### src/rtl/rsw_pkg.sv
// constants and types shared by the reset and watchdog block
package rsw_pkg;

    // system clock and timing figures
    localparam int CLK_MHZ            = 250;
    localparam int CLK_PERIOD_NS      = 4;
    localparam int STARTUP_TIMEOUT_US = 64;
    localparam int STARTUP_CYCLES     = STARTUP_TIMEOUT_US * CLK_MHZ;
    localparam int EXT_MIN_PULSE_NS   = 2500;
    localparam int EXT_MIN_CYCLES     =
        (EXT_MIN_PULSE_NS + CLK_PERIOD_NS - 1) / CLK_PERIOD_NS;
    localparam int BROWNOUT_MIN_NS    = 2000;
    localparam int BROWNOUT_MIN_CYCLES =
        (BROWNOUT_MIN_NS + CLK_PERIOD_NS - 1) / CLK_PERIOD_NS;
    localparam int WDT_OSC_KHZ        = 128;

    // counter and bus address widths
    localparam int FILT_W  = 10;
    localparam int DLY_W   = 24;
    localparam int WDT_W   = 21;
    localparam int ADR_W   = 4;

    localparam logic [FILT_W-1:0] EXT_MIN_COUNT =
        FILT_W'(EXT_MIN_CYCLES);
    localparam logic [FILT_W-1:0] BROWNOUT_MIN_COUNT =
        FILT_W'(BROWNOUT_MIN_CYCLES);

    // last count of the unlock window in system clocks; window is four clocks long
    localparam logic [2:0] UNLOCK_LAST = 3'h3;

    // watchdog period: 2K oscillator cycles doubled per code, 0 to 9
    localparam logic [WDT_W-1:0] WDT_BASE_CYCLES = 21'h000800;
    localparam logic [3:0]       WDT_MAX_CODE    = 4'h9;

    // register byte offsets
    localparam logic [ADR_W-1:0] ADR_CTRL  = 4'h0;
    localparam logic [ADR_W-1:0] ADR_CAUSE = 4'h4;

    // control register bit positions
    localparam int CTL_IFLAG  = 7;
    localparam int CTL_IEN    = 6;
    localparam int CTL_PER3   = 5;
    localparam int CTL_UNLOCK = 4;
    localparam int CTL_RUN    = 3;
    localparam int CTL_PER_LO = 0;

    // cause register bit positions and reset value
    localparam int CAUSE_WDT = 3;
    localparam int CAUSE_BOD = 2;
    localparam int CAUSE_EXT = 1;
    localparam int CAUSE_POR = 0;
    localparam logic [3:0] CAUSE_RESET = 4'h1;

    // inputs from outside the clock domain
    typedef struct packed {
        logic osc;
        logic reset_n;
        logic bod_low;
        logic ext_en;
        logic bod_en;
        logic always_on;
    } rsw_async_t;

    // whole state of the block
    typedef struct packed {
        rsw_async_t        sync1;
        rsw_async_t        sync2;
        logic              osc_prev;
        logic [FILT_W-1:0] ext_cnt;
        logic              ext_active;
        logic [FILT_W-1:0] bod_cnt;
        logic              bod_active;
        logic [DLY_W-1:0]  delay_cnt;
        logic              chip_rst;
        logic [WDT_W-1:0]  wdt_cnt;
        logic              wdt_pulse;
        logic              irq_flag;
        logic              irq_en;
        logic              unlock;
        logic [2:0]        win_cnt;
        logic              run;
        logic [3:0]        period;
        logic [3:0]        cause;
        logic              ack;
        logic [31:0]       rdata;
        logic              irq_out;
        logic              bandgap;
    } rsw_state_t;

endpackage : rsw_pkg

### src/rtl/rsw_reset_wdt.sv
// reset source combiner, start-up delay and watchdog with bus registers
//
// Implementation choices: register access over Wishbone and the register addresses.
`timescale 1ns/100ps

module rsw_reset_wdt #(
    parameter int unsigned STARTUP_CYCLES = rsw_pkg::STARTUP_CYCLES
) (
    input  wire logic                     CORE_CLK,
    input  wire logic                     RST,
    input  wire logic                     RESET_N_PIN,
    input  wire logic                     EXT_RESET_EN,
    input  wire logic                     BOD_LOW,
    input  wire logic                     BOD_EN_FUSE,
    input  wire logic                     ALWAYS_ON_FUSE,
    input  wire logic                     WDT_OSC,
    input  wire logic                     WDT_CLEAR,
    input  wire logic                     IRQ_ACK,
    input  wire logic                     COMPARATOR_BANDGAP_SELECT,
    input  wire logic                     ADC_ENABLE,
    input  wire logic                     WB_CYC_I,
    input  wire logic                     WB_STB_I,
    input  wire logic                     WB_WE_I,
    input  wire logic [rsw_pkg::ADR_W-1:0] WB_ADR_I,
    input  wire logic [3:0]               WB_SEL_I,
    input  wire logic [31:0]              WB_DAT_I,
    output logic                          WB_ACK_O,
    output logic [31:0]                   WB_DAT_O,
    output logic                          CHIP_RST,
    output logic                          WDT_RST_PULSE,
    output logic                          WDT_IRQ,
    output logic                          BANDGAP_ON
);
    import rsw_pkg::*;

    // expiry count for a period code; reserved codes act as the longest
    // explicit table keeps each of the ten lengths visible at a glance
    function automatic logic [WDT_W-1:0] wdt_limit(input logic [3:0] code);
        logic [WDT_W-1:0] cycles;
        case (code)
            4'h0:    cycles = WDT_BASE_CYCLES;         // 2K
            4'h1:    cycles = WDT_BASE_CYCLES << 4'h1; // 4K
            4'h2:    cycles = WDT_BASE_CYCLES << 4'h2; // 8K
            4'h3:    cycles = WDT_BASE_CYCLES << 4'h3; // 16K
            4'h4:    cycles = WDT_BASE_CYCLES << 4'h4; // 32K
            4'h5:    cycles = WDT_BASE_CYCLES << 4'h5; // 64K
            4'h6:    cycles = WDT_BASE_CYCLES << 4'h6; // 128K
            4'h7:    cycles = WDT_BASE_CYCLES << 4'h7; // 256K
            4'h8:    cycles = WDT_BASE_CYCLES << 4'h8; // 512K
            4'h9:    cycles = WDT_BASE_CYCLES << 4'h9; // 1024K
            default: cycles = WDT_BASE_CYCLES << WDT_MAX_CODE;
        endcase
        return cycles - 21'h000001;
    endfunction : wdt_limit

    localparam logic [DLY_W-1:0] DELAY_LAST =
        DLY_W'(STARTUP_CYCLES) - 24'h000001;

    rsw_state_t st_reg;
    rsw_state_t st_next;

    rsw_async_t async_in;
    logic       level2;
    logic       run_eff;
    logic       running;
    logic       osc_edge;
    logic       expire;
    logic       any_cause;
    logic       bus_req;
    logic       bus_wr;
    logic       ctrl_wr;
    logic       cause_wr;
    logic [7:0] wbyte;
    logic [3:0] w_per;
    logic       w_run;
    logic       w_unlock;

    // gather pins and fuses that arrive from outside this clock domain
    always_comb begin
        async_in.osc       = WDT_OSC;
        async_in.reset_n   = RESET_N_PIN;
        async_in.bod_low   = BOD_LOW;
        async_in.ext_en    = EXT_RESET_EN;
        async_in.bod_en    = BOD_EN_FUSE;
        async_in.always_on = ALWAYS_ON_FUSE;
    end

    // next state of the whole block
    always_comb begin
        st_next = st_reg;

        // two-stage synchroniser; only stage two is read below
        st_next.sync1 = async_in;
        st_next.sync2 = st_reg.sync1;

        // fuse decides safety level; level 2 pins the watchdog on
        level2  = st_reg.sync2.always_on;
        run_eff = st_reg.run | level2
                | st_reg.cause[CAUSE_WDT];
        running = run_eff | st_reg.irq_en;

        // external pin filter: a glitch shorter than the minimum is dropped
        if (st_reg.sync2.ext_en && !st_reg.sync2.reset_n) begin
            if (st_reg.ext_cnt == EXT_MIN_COUNT) begin
                st_next.ext_active = 1'b1;
            end else begin
                st_next.ext_cnt = st_reg.ext_cnt + 10'h001;
            end
        end else begin
            st_next.ext_cnt    = '0;
            st_next.ext_active = 1'b0;
        end

        // brown-out filter, same scheme with its own duration
        if (st_reg.sync2.bod_en && st_reg.sync2.bod_low) begin
            if (st_reg.bod_cnt == BROWNOUT_MIN_COUNT) begin
                st_next.bod_active = 1'b1;
            end else begin
                st_next.bod_cnt = st_reg.bod_cnt + 10'h001;
            end
        end else begin
            st_next.bod_cnt    = '0;
            st_next.bod_active = 1'b0;
        end

        // watchdog oscillator edge, taken from the synchronised copy
        osc_edge         = st_reg.sync2.osc & ~st_reg.osc_prev;
        st_next.osc_prev = st_reg.sync2.osc;

        // watchdog counter and expiry
        expire = 1'b0;
        st_next.wdt_pulse = 1'b0;
        if (WDT_CLEAR || !running || st_reg.chip_rst) begin
            st_next.wdt_cnt = '0;
        end else if (osc_edge) begin
            if (st_reg.wdt_cnt >= wdt_limit(st_reg.period)) begin
                st_next.wdt_cnt = '0;
                expire = 1'b1;
            end else begin
                st_next.wdt_cnt = st_reg.wdt_cnt + 21'h000001;
            end
        end

        // hardware clears the interrupt flag when its vector is taken
        if (IRQ_ACK) begin
            st_next.irq_flag = 1'b0;
        end

        // unlock window runs out by itself after four clocks
        if (st_reg.unlock) begin
            if (st_reg.win_cnt == UNLOCK_LAST) begin
                st_next.unlock  = 1'b0;
                st_next.win_cnt = 3'h0;
            end else begin
                st_next.win_cnt = st_reg.win_cnt + 3'h1;
            end
        end

        // bus decode: one-cycle answer, held off while ack is up
        bus_req  = WB_CYC_I & WB_STB_I & ~st_reg.ack;
        bus_wr   = bus_req & WB_WE_I & WB_SEL_I[0];
        ctrl_wr  = bus_wr & (WB_ADR_I == ADR_CTRL) & ~st_reg.chip_rst;
        cause_wr = bus_wr & (WB_ADR_I == ADR_CAUSE);
        wbyte    = WB_DAT_I[7:0];
        w_per    = {wbyte[CTL_PER3], wbyte[CTL_PER_LO +: 3]};
        w_run    = wbyte[CTL_RUN];
        w_unlock = wbyte[CTL_UNLOCK];
        st_next.ack = bus_req;

        // control register write and the timed change sequence
        if (ctrl_wr) begin
            st_next.irq_en = wbyte[CTL_IEN];
            if (wbyte[CTL_IFLAG]) begin
                st_next.irq_flag = 1'b0;
            end
            if (st_reg.unlock && !w_unlock) begin
                // second step of the sequence, inside the window
                st_next.unlock  = 1'b0;
                st_next.win_cnt = 3'h0;
                st_next.period  = w_per;
                if (!level2) begin
                    st_next.run = w_run;
                end
            end else if (w_unlock && w_run) begin
                // first step opens or reopens the window
                st_next.unlock  = 1'b1;
                st_next.win_cnt = 3'h0;
                st_next.run     = 1'b1;
                if (!level2) begin
                    st_next.period = w_per;
                end
            end else if (!level2) begin
                // level 1: enable at will, period free, no disable
                st_next.period = w_per;
                if (w_run) begin
                    st_next.run = 1'b1;
                end
            end
        end

        // expiry action; interrupt mode takes precedence over reset
        if (expire) begin
            if (st_reg.irq_en) begin
                st_next.irq_flag = 1'b1;
                if (run_eff) begin
                    st_next.irq_en = 1'b0;
                end
            end else if (run_eff) begin
                st_next.wdt_pulse = 1'b1;
            end
        end

        // cause flags: a zero written clears, a new event wins
        if (cause_wr) begin
            st_next.cause = st_reg.cause & wbyte[3:0];
        end
        if (st_reg.wdt_pulse) begin
            st_next.cause[CAUSE_WDT] = 1'b1;
        end
        if (st_reg.bod_active) begin
            st_next.cause[CAUSE_BOD] = 1'b1;
        end
        if (st_reg.ext_active) begin
            st_next.cause[CAUSE_EXT] = 1'b1;
        end

        // reset combiner; the stretch counter restarts on every cause
        any_cause = st_reg.ext_active | st_reg.bod_active
                  | st_reg.wdt_pulse;
        if (any_cause) begin
            st_next.chip_rst  = 1'b1;
            st_next.delay_cnt = '0;
        end else if (st_reg.chip_rst) begin
            if (st_reg.delay_cnt == DELAY_LAST) begin
                st_next.chip_rst = 1'b0;
            end else begin
                st_next.delay_cnt = st_reg.delay_cnt + 24'h000001;
            end
        end

        // chip reset returns control state to its initial value
        if (st_reg.chip_rst) begin
            st_next.irq_flag = 1'b0;
            st_next.irq_en   = 1'b0;
            st_next.unlock   = 1'b0;
            st_next.win_cnt  = 3'h0;
            st_next.run      = level2;
            st_next.period   = 4'h0;
        end

        // read data registered together with ack
        st_next.rdata = 32'h00000000;
        if (bus_req && !WB_WE_I) begin
            if (WB_ADR_I == ADR_CTRL) begin
                st_next.rdata[CTL_IFLAG]        = st_reg.irq_flag;
                st_next.rdata[CTL_IEN]          = st_reg.irq_en;
                st_next.rdata[CTL_PER3]         = st_reg.period[3];
                st_next.rdata[CTL_UNLOCK]       = st_reg.unlock;
                st_next.rdata[CTL_RUN]          = run_eff;
                st_next.rdata[CTL_PER_LO +: 3]  = st_reg.period[2:0];
            end else if (WB_ADR_I == ADR_CAUSE) begin
                st_next.rdata[3:0] = st_reg.cause;
            end
        end

        // registered outputs
        // flag is set only when interrupt action was chosen, so it drives
        // the line alone; gating with the enable would hide the interrupt
        // whose expiry also clears the enable in reset-backed mode
        st_next.irq_out = st_next.irq_flag;
        st_next.bandgap = st_reg.sync2.bod_en
                        | COMPARATOR_BANDGAP_SELECT
                        | ADC_ENABLE;
    end

    // state register; supply detector acts asynchronously with no clock
    always_ff @(posedge CORE_CLK or posedge RST) begin
        if (RST) begin
            st_reg          <= '0;
            st_reg.chip_rst <= 1'b1;
            st_reg.cause    <= CAUSE_RESET;
        end else begin
            st_reg <= st_next;
        end
    end

    // every output straight from the state register
    always_comb begin
        WB_ACK_O      = st_reg.ack;
        WB_DAT_O      = st_reg.rdata;
        CHIP_RST      = st_reg.chip_rst;
        WDT_RST_PULSE = st_reg.wdt_pulse;
        WDT_IRQ       = st_reg.irq_out;
        BANDGAP_ON    = st_reg.bandgap;
    end

endmodule : rsw_reset_wdt

### config.mk
export PLATFORM = sky130hd
export DESIGN_NAME = rsw_reset_wdt
export DESIGN_NICKNAME = d
export VERILOG_FILES = /design/src/rtl/rsw_pkg.sv /design/src/rtl/rsw_reset_wdt.sv
export SDC_FILE = /design/constraint.sdc
export NUM_CORES = 1
export LEC_CHECK = 0
export ABC_AREA = 1
export BUFFER_PORTS_ARGS = -buffer_cell sky130_fd_sc_hd__clkbuf_2
export CAP_MARGIN = 20
export CORE_ASPECT_RATIO = 0.75
export CORE_UTILIZATION = 45
export CTS_BUF_LIST = sky130_fd_sc_hd__clkbuf_8
export DETAILED_ROUTE_END_ITERATION = 10
export GPL_TIMING_DRIVEN = 0
export PLACE_DENSITY_LB_ADDON = 0.1
export SLEW_MARGIN = 5
export SYNTH_ARGS = -nofsm -noshare
export SYNTH_HDL_FRONTEND = slang
export SYNTH_SLANG_ARGS = --single-unit
### constraint.sdc
create_clock -name CORE_CLK -period 3.2 [get_ports CORE_CLK]
set_clock_uncertainty 0.1 [all_clocks]
set_input_delay 0.48 -clock CORE_CLK [delete_from_list [all_inputs] [get_ports CORE_CLK]]
set_output_delay 0.48 -clock CORE_CLK [all_outputs]
set_load 0.005 [all_outputs]
* Word level (Yosys, flattened, before mapping)
Memories as Yosys holds them, arrays and structs flattened.
Cells that the tools add are included.
** Storage, ports and cells
- Register bits :: 107
- Latch bits :: 0
- Bits in writable memories :: 0
- Memory bits (read-only) :: 160
- Bits of input ports :: 55
- Output and inout bits :: 37
- Word-level logic and storage cells :: 141
- Memories :: 1
** Operators by class
- Add/sub/neg operators :: 6
- Multiply operators :: 0
- Div/mod/pow operators :: 0
- $lt $le $gt $ge :: 1
- Equality and inequality tests :: 13
- Shifts and indexed selects :: 0
- Muxes and demuxes :: 45
- Bitwise operators :: 19
- Reduce and logical (&&, ||, !) cells :: 22
** Memory list
- (name not given) :: depth 16, width 10, rd ports 1, clocked after memory_dff 0, wr ports 0, RTL line rsw_reset_wdt.sv:40 : case (code)
** Operators by type and width (count)
- 21-bit 2-to-1 mux :: 5
- 25-bit 2-to-1 mux :: 2
- 11-bit 2-to-1 mux :: 4
- 4-bit 2-to-1 mux :: 7
- 24-bit by 1-bit adder with 24-bit output (second input constant) :: 1
- 24-bit by 14-bit == test with 1-bit output (second input constant) :: 1
- 24-bit 2-to-1 mux :: 1
- 21-bit by 1-bit adder with 21-bit output (second input constant) :: 1
- 21-bit >= comparator :: 1
- 21-bit by 1-bit subtractor with 21-bit output (second input constant) :: 1
- 10-bit by 1-bit adder with 10-bit output (second input constant) :: 2
- 10-bit 2-to-1 mux :: 2
- 1-bit 2-to-1 mux :: 17
- 2-bit nonzero test :: 6
- 10-bit == test (second input constant) :: 1
- 10-bit by 9-bit == test with 1-bit output (second input constant) :: 1
- 5-bit 2-to-1 mux :: 2
- 9-bit 2-to-1 mux :: 1
- 1-bit AND :: 8
- 8-bit 2-to-1 mux :: 1
- 1-bit OR :: 7
- 3-bit 2-to-1 mux :: 2
- 2-bit inequality test (second input constant) :: 3
- 3-bit by 2-bit inequality test with 1-bit output (second input constant) :: 2
- other kinds (15) :: 27

* Depth between registers and ports, before layout
- Depth in word-level cells :: 14
- Mapped depth :: 20
- Gate-level depth less buffers :: 18

* Worst setup path after synthesis
Ideal clock, no wire load.
- Path type :: reg2reg
- From :: register st_reg[42] in the netlist's numbering
- To :: register st_reg[57] in the netlist's numbering
- Library setup time :: 0.121 ns
- Arrival time :: 2.458 ns
- Required time :: 2.979 ns
- Slack :: 0.521 ns
- Stages on the path, launching flop included :: 20
- Buffers on the path :: 2
- Period minus slack after synthesis :: 2.679 ns
- Cell sequence :: dfrtp_1 -> clkbuf_1 -> nor2_1 -> inv_1 -> nor2_1 -> inv_1 -> ha_1 -> o21ai_1 -> mux2i_1 -> ha_1 -> nand2_1 -> nor2_1 -> nand3_1 -> nor2_1 -> nor2_1 -> nand3_1 -> nand2_1 -> inv_2 -> buf_4 -> nor2_1
** Between the ends
- Longest elaborated chain between the ends :: 8
** Ends and longest elaborated chain
- start: declaration :: RTL line rsw_reset_wdt.sv:59 : rsw_state_t st_reg;
- start signal: assignment :: RTL line rsw_reset_wdt.sv:283 : st_reg <= st_next;
- memory 16 x 10 bit
- 21-bit 2-to-1 mux :: RTL line rsw_reset_wdt.sv:135 : end else if (osc_edge) begin
- 21-bit 2-to-1 mux :: RTL line rsw_reset_wdt.sv:133 : if (WDT_CLEAR || !running || st_reg.chip_rst) begin
- 21-bit by 1-bit subtractor with 21-bit output :: RTL line rsw_reset_wdt.sv:53 : return cycles - 21'h000001;
- 21-bit >= comparator :: RTL line rsw_reset_wdt.sv:136 : if (st_reg.wdt_cnt >= wdt_limit(st_reg.period)) begin
- 21-bit 2-to-1 mux :: RTL line rsw_reset_wdt.sv:136
- 21-bit 2-to-1 mux :: RTL line rsw_reset_wdt.sv:135
- 21-bit 2-to-1 mux :: RTL line rsw_reset_wdt.sv:133
No other way between the ends. The select of a mux whose other input is x is not followed.
A chain may end at the register's enable or synchronous reset.

* Worst setup path in the final report
- From :: register st_reg[41] in the netlist's numbering
- To :: register st_reg[64] in the netlist's numbering
Same word-level chain as after synthesis.

==> results.json <==
{
  "p_leak_uw": 0.00341,
  "status": "completed",
  "ys_ff_latch": 107,
  "netlist_instances": 815,
  "grt_pass1_wl_um": 24800,
  "power.density_nw_per_um2": 350,
  "synth_top_cell_by_area": "dfrtp_1",
  "num_rows": 36,
  "fmax_mhz": 339,
  "coreArea_um2": 13200,
  "antennaDiodeCount": 0,
  "slowest_delay_ns": 0.46,
  "via_count": 5452,
  "cts_tree": "built",
  "final_util_pct": 52.8,
  "cp-end-kind": "flop",
  "ios": 92,
  "grt_overflow_total": 0,
  "routabilityCongestion": 0.891,
  "yosysUniqueCellTypes": 44,
  "period_needed_ns": 2.95,
  "ys_warn_count": 0,
  "die_y_um": 104,
  "max-vdd-ir-drop_v": 0.000272,
  "tightestPinTransition_ns": 0.603,
  "holdCritPathClass": "in2reg",
  "avgRoutedWirePerCell_um": 13.5,
  "timing.final.max_slew_violations": 0,
  "start_util_pct": 47.0,
  "rr_worst_depth": 18,
  "max_slew_margin_pct": 59.5,
  "p_total_uw": 2450,
  "drive_gt1_share_pct": 14.7,
  "netlist.area_leader.share_pct": 42.2,
  "final_nets": 966,
  "min_period_over_period_pct": 92.3,
  "io_buffers": 40,
  "routed_wl_um": 14400,
  "synth_common_cells": "nand2_1, dfrtp_1, nor2_1, inv_1, nand3_1",
  "synthesis.area_um2": 6230,
  "avgSynthCellArea_um2": 7.64,
  "largest_register_ffs": 86,
  "async_reset_ff_share_pct": 100,
  "grt_pass1_vias": 5052,
  "drt_iter0_drc": 437,
  "grt_usage_pct": 21.8,
  "netlist_top_cells_area": "dfrtp_1, nand2_1, nor2_1",
  "path_max_fanout": 10,
  "cp.arrival_ns": 3.13,
  "grt_max_degree": 38,
  "die-width_um": 138,
  "synth_most_common_cell": "nand2_1",
  "synth_edf_count": 0,
  "finalHoldViolations": 0,
  "max-cap-violations": 0,
  "required_ns": 3.38,
  "syn2layout_area_growth_pct": 12.3,
  "hpwlAfterDp_um": 11100,
  "crit_type": "reg2reg",
  "max-clock-path-buffers": 2,
  "synthFlopType": "dfrtp_1",
  "viasPerCell": 5.10,
  "setup_viol": 0,
  "antenna_found_initial": 0,
  "path_cells": "nor2_2 > inv_1 > nor2_1 > inv_1 > ha_1 > o21ai_1 > mux2i_1 > ha_1 > nand2_1 > nor2_2 > nand3_1 > nor2_1 > nor2_1 > nand3_1 > nand2_1 > inv_2 > buf_4 > nor2_1",
  "route.antenna.remaining_nets": 0,
  "cts_htree_levels": 3,
  "drc": 0,
  "critPathLaunchType": "flop",
  "dr.pass1.iters": 5,
  "cts.sink_count": 107,
  "cp_slowest_cell": "dfrtp_2",
  "die_area_um2": 14300,
  "clkLatencyLatePin_ns": 0.39,
  "cts_root_buffer": "clkbuf_8",
  "cts_inserted_buffers": 9,
  "path_clk_slew_ns": 0.10,
  "final_area_um2": 7000,
  "critPathMostFrequentCell": "nor2_1",
  "min_path_cells": 1,
  "seq_area_frac_synth_pct": 43.0,
  "dpl_cell_area_um2": 6790
}
## what timing repair did
item / 4_1_cts / 5_1_grt
hold buffers: 1 / 0
pin swaps: 0 / 1
gates cloned: 0 / 0
setup buffers: 0 / 1
resized for setup: 1 / 3
setup endpoints to repair: 1 / 17
endpoints found under the hold margin: 5 / 0
## path summary, 6_finish.rpt
kind,start,endpoint,slack [ns]
worst max-delay path,st_reg[41]$_DFFE_PP0P_,st_reg[64]$_DFFE_PP0P_,0.25
worst min-delay path,BOD_EN_FUSE,st_next[121]$_DFF_PP0_,0.09
worst max register to register,st_reg[41]$_DFFE_PP0P_,st_reg[64]$_DFFE_PP0P_,0.25
worst min register to register,st_next[122]$_DFF_PP0_,st_reg[122]$_DFF_PP0_,0.25
max in group asynchronous,RST,CHIP_RST$_DFF_PP1_,1.82
min in group asynchronous,RST,st_reg[112]$_DFFE_PP0P_,0.43
## power by group
group          switching [µW]  total (µW)  internal, µW
registers                24.2        1410          1380
clock network             465         819           354
logic                     130         219          88.8
total                     619        2450          1830
## critical path: cells and delay by family (launching register included)
kind                     cells  cell delay [ns]
AO/OA/AOI/OAI                1             0.10
adder cells (fa/ha/maj)      2             0.50
buffers and inverters        4             0.44
flip-flops                   1             0.46
multiplexers                 1             0.11
AND/OR/NAND/NOR             10             1.12
## routing by layer
| layer | up-vias | GRT usage, % | part of all wire (%) |
|---|---|---|---|
| met5 | - | 0 | 0 |
| met4 | 0 | 4.66 | 0.97 |
| met3 | 11 | 4.29 | 4.9 |
| met2 | 132 | 31.7 | 43 |
| met1 | 2563 | 33.2 | 51 |
| li1 | 2746 | - | - |
## cells by family (layout without fill, tap and decap cells)
family	Yosys count	count (layout)	synth area share (%)
muxes	1	1	0.161
buffers and inverters	148	207	11.1
and+or+nand+nor	444	444	32.2
AOI/OAI and AO/OA	75	75	6.91
xor gates and xnor gates	20	20	2.81
other	2	25	0.121
adders and majority gates	18	18	3.62
DFF	107	107	43.0
## cells in the final DEF, fill, tap and decap left out, types with 24 or more instances in the layout
| cell | count |
|---|---|
| nand2_1 | 182 |
| inv_1 | 101 |
| nor3_1 | 25 |
| nor2_1 | 100 |
| nand4_1 | 30 |
| buf_4 | 34 |
| a21oi_1 | 24 |
| dfrtp_1 | 103 |
| nand3_1 | 76 |
| conb_1 | 25 |
| o21ai_0 | 31 |
| clkbuf_2 | 40 |
## area by class of cell
class	instances	area, µm²
timing repair buffer	45	278
clock inverter	6	57.6
fill	1291	6250
clock buffer	9	124
multi-input combinational	583	2950
buffer	44	303
tap	171	214
inverter	103	390
sequential	107	2680
## through the flow
step / hold slack, ns / setup TNS, ns / std cells / worst slack (ns)
after CTS: 0.0782 / 0 / 1068 / 0.0989
final: 0.0923 / 0 / 1068 / 0.248
after global placement: 0.231 / 0 / 1049 / 0.110
after global routing: 0.0646 / -0.281 / 1068 / -0.0460
after floorplan: 0.231 / 0 / 838 / 0.521
after detailed placement: 0.236 / 0 / 1052 / 0.0220
No activity file was read; power rests on OpenSTA's default activity.
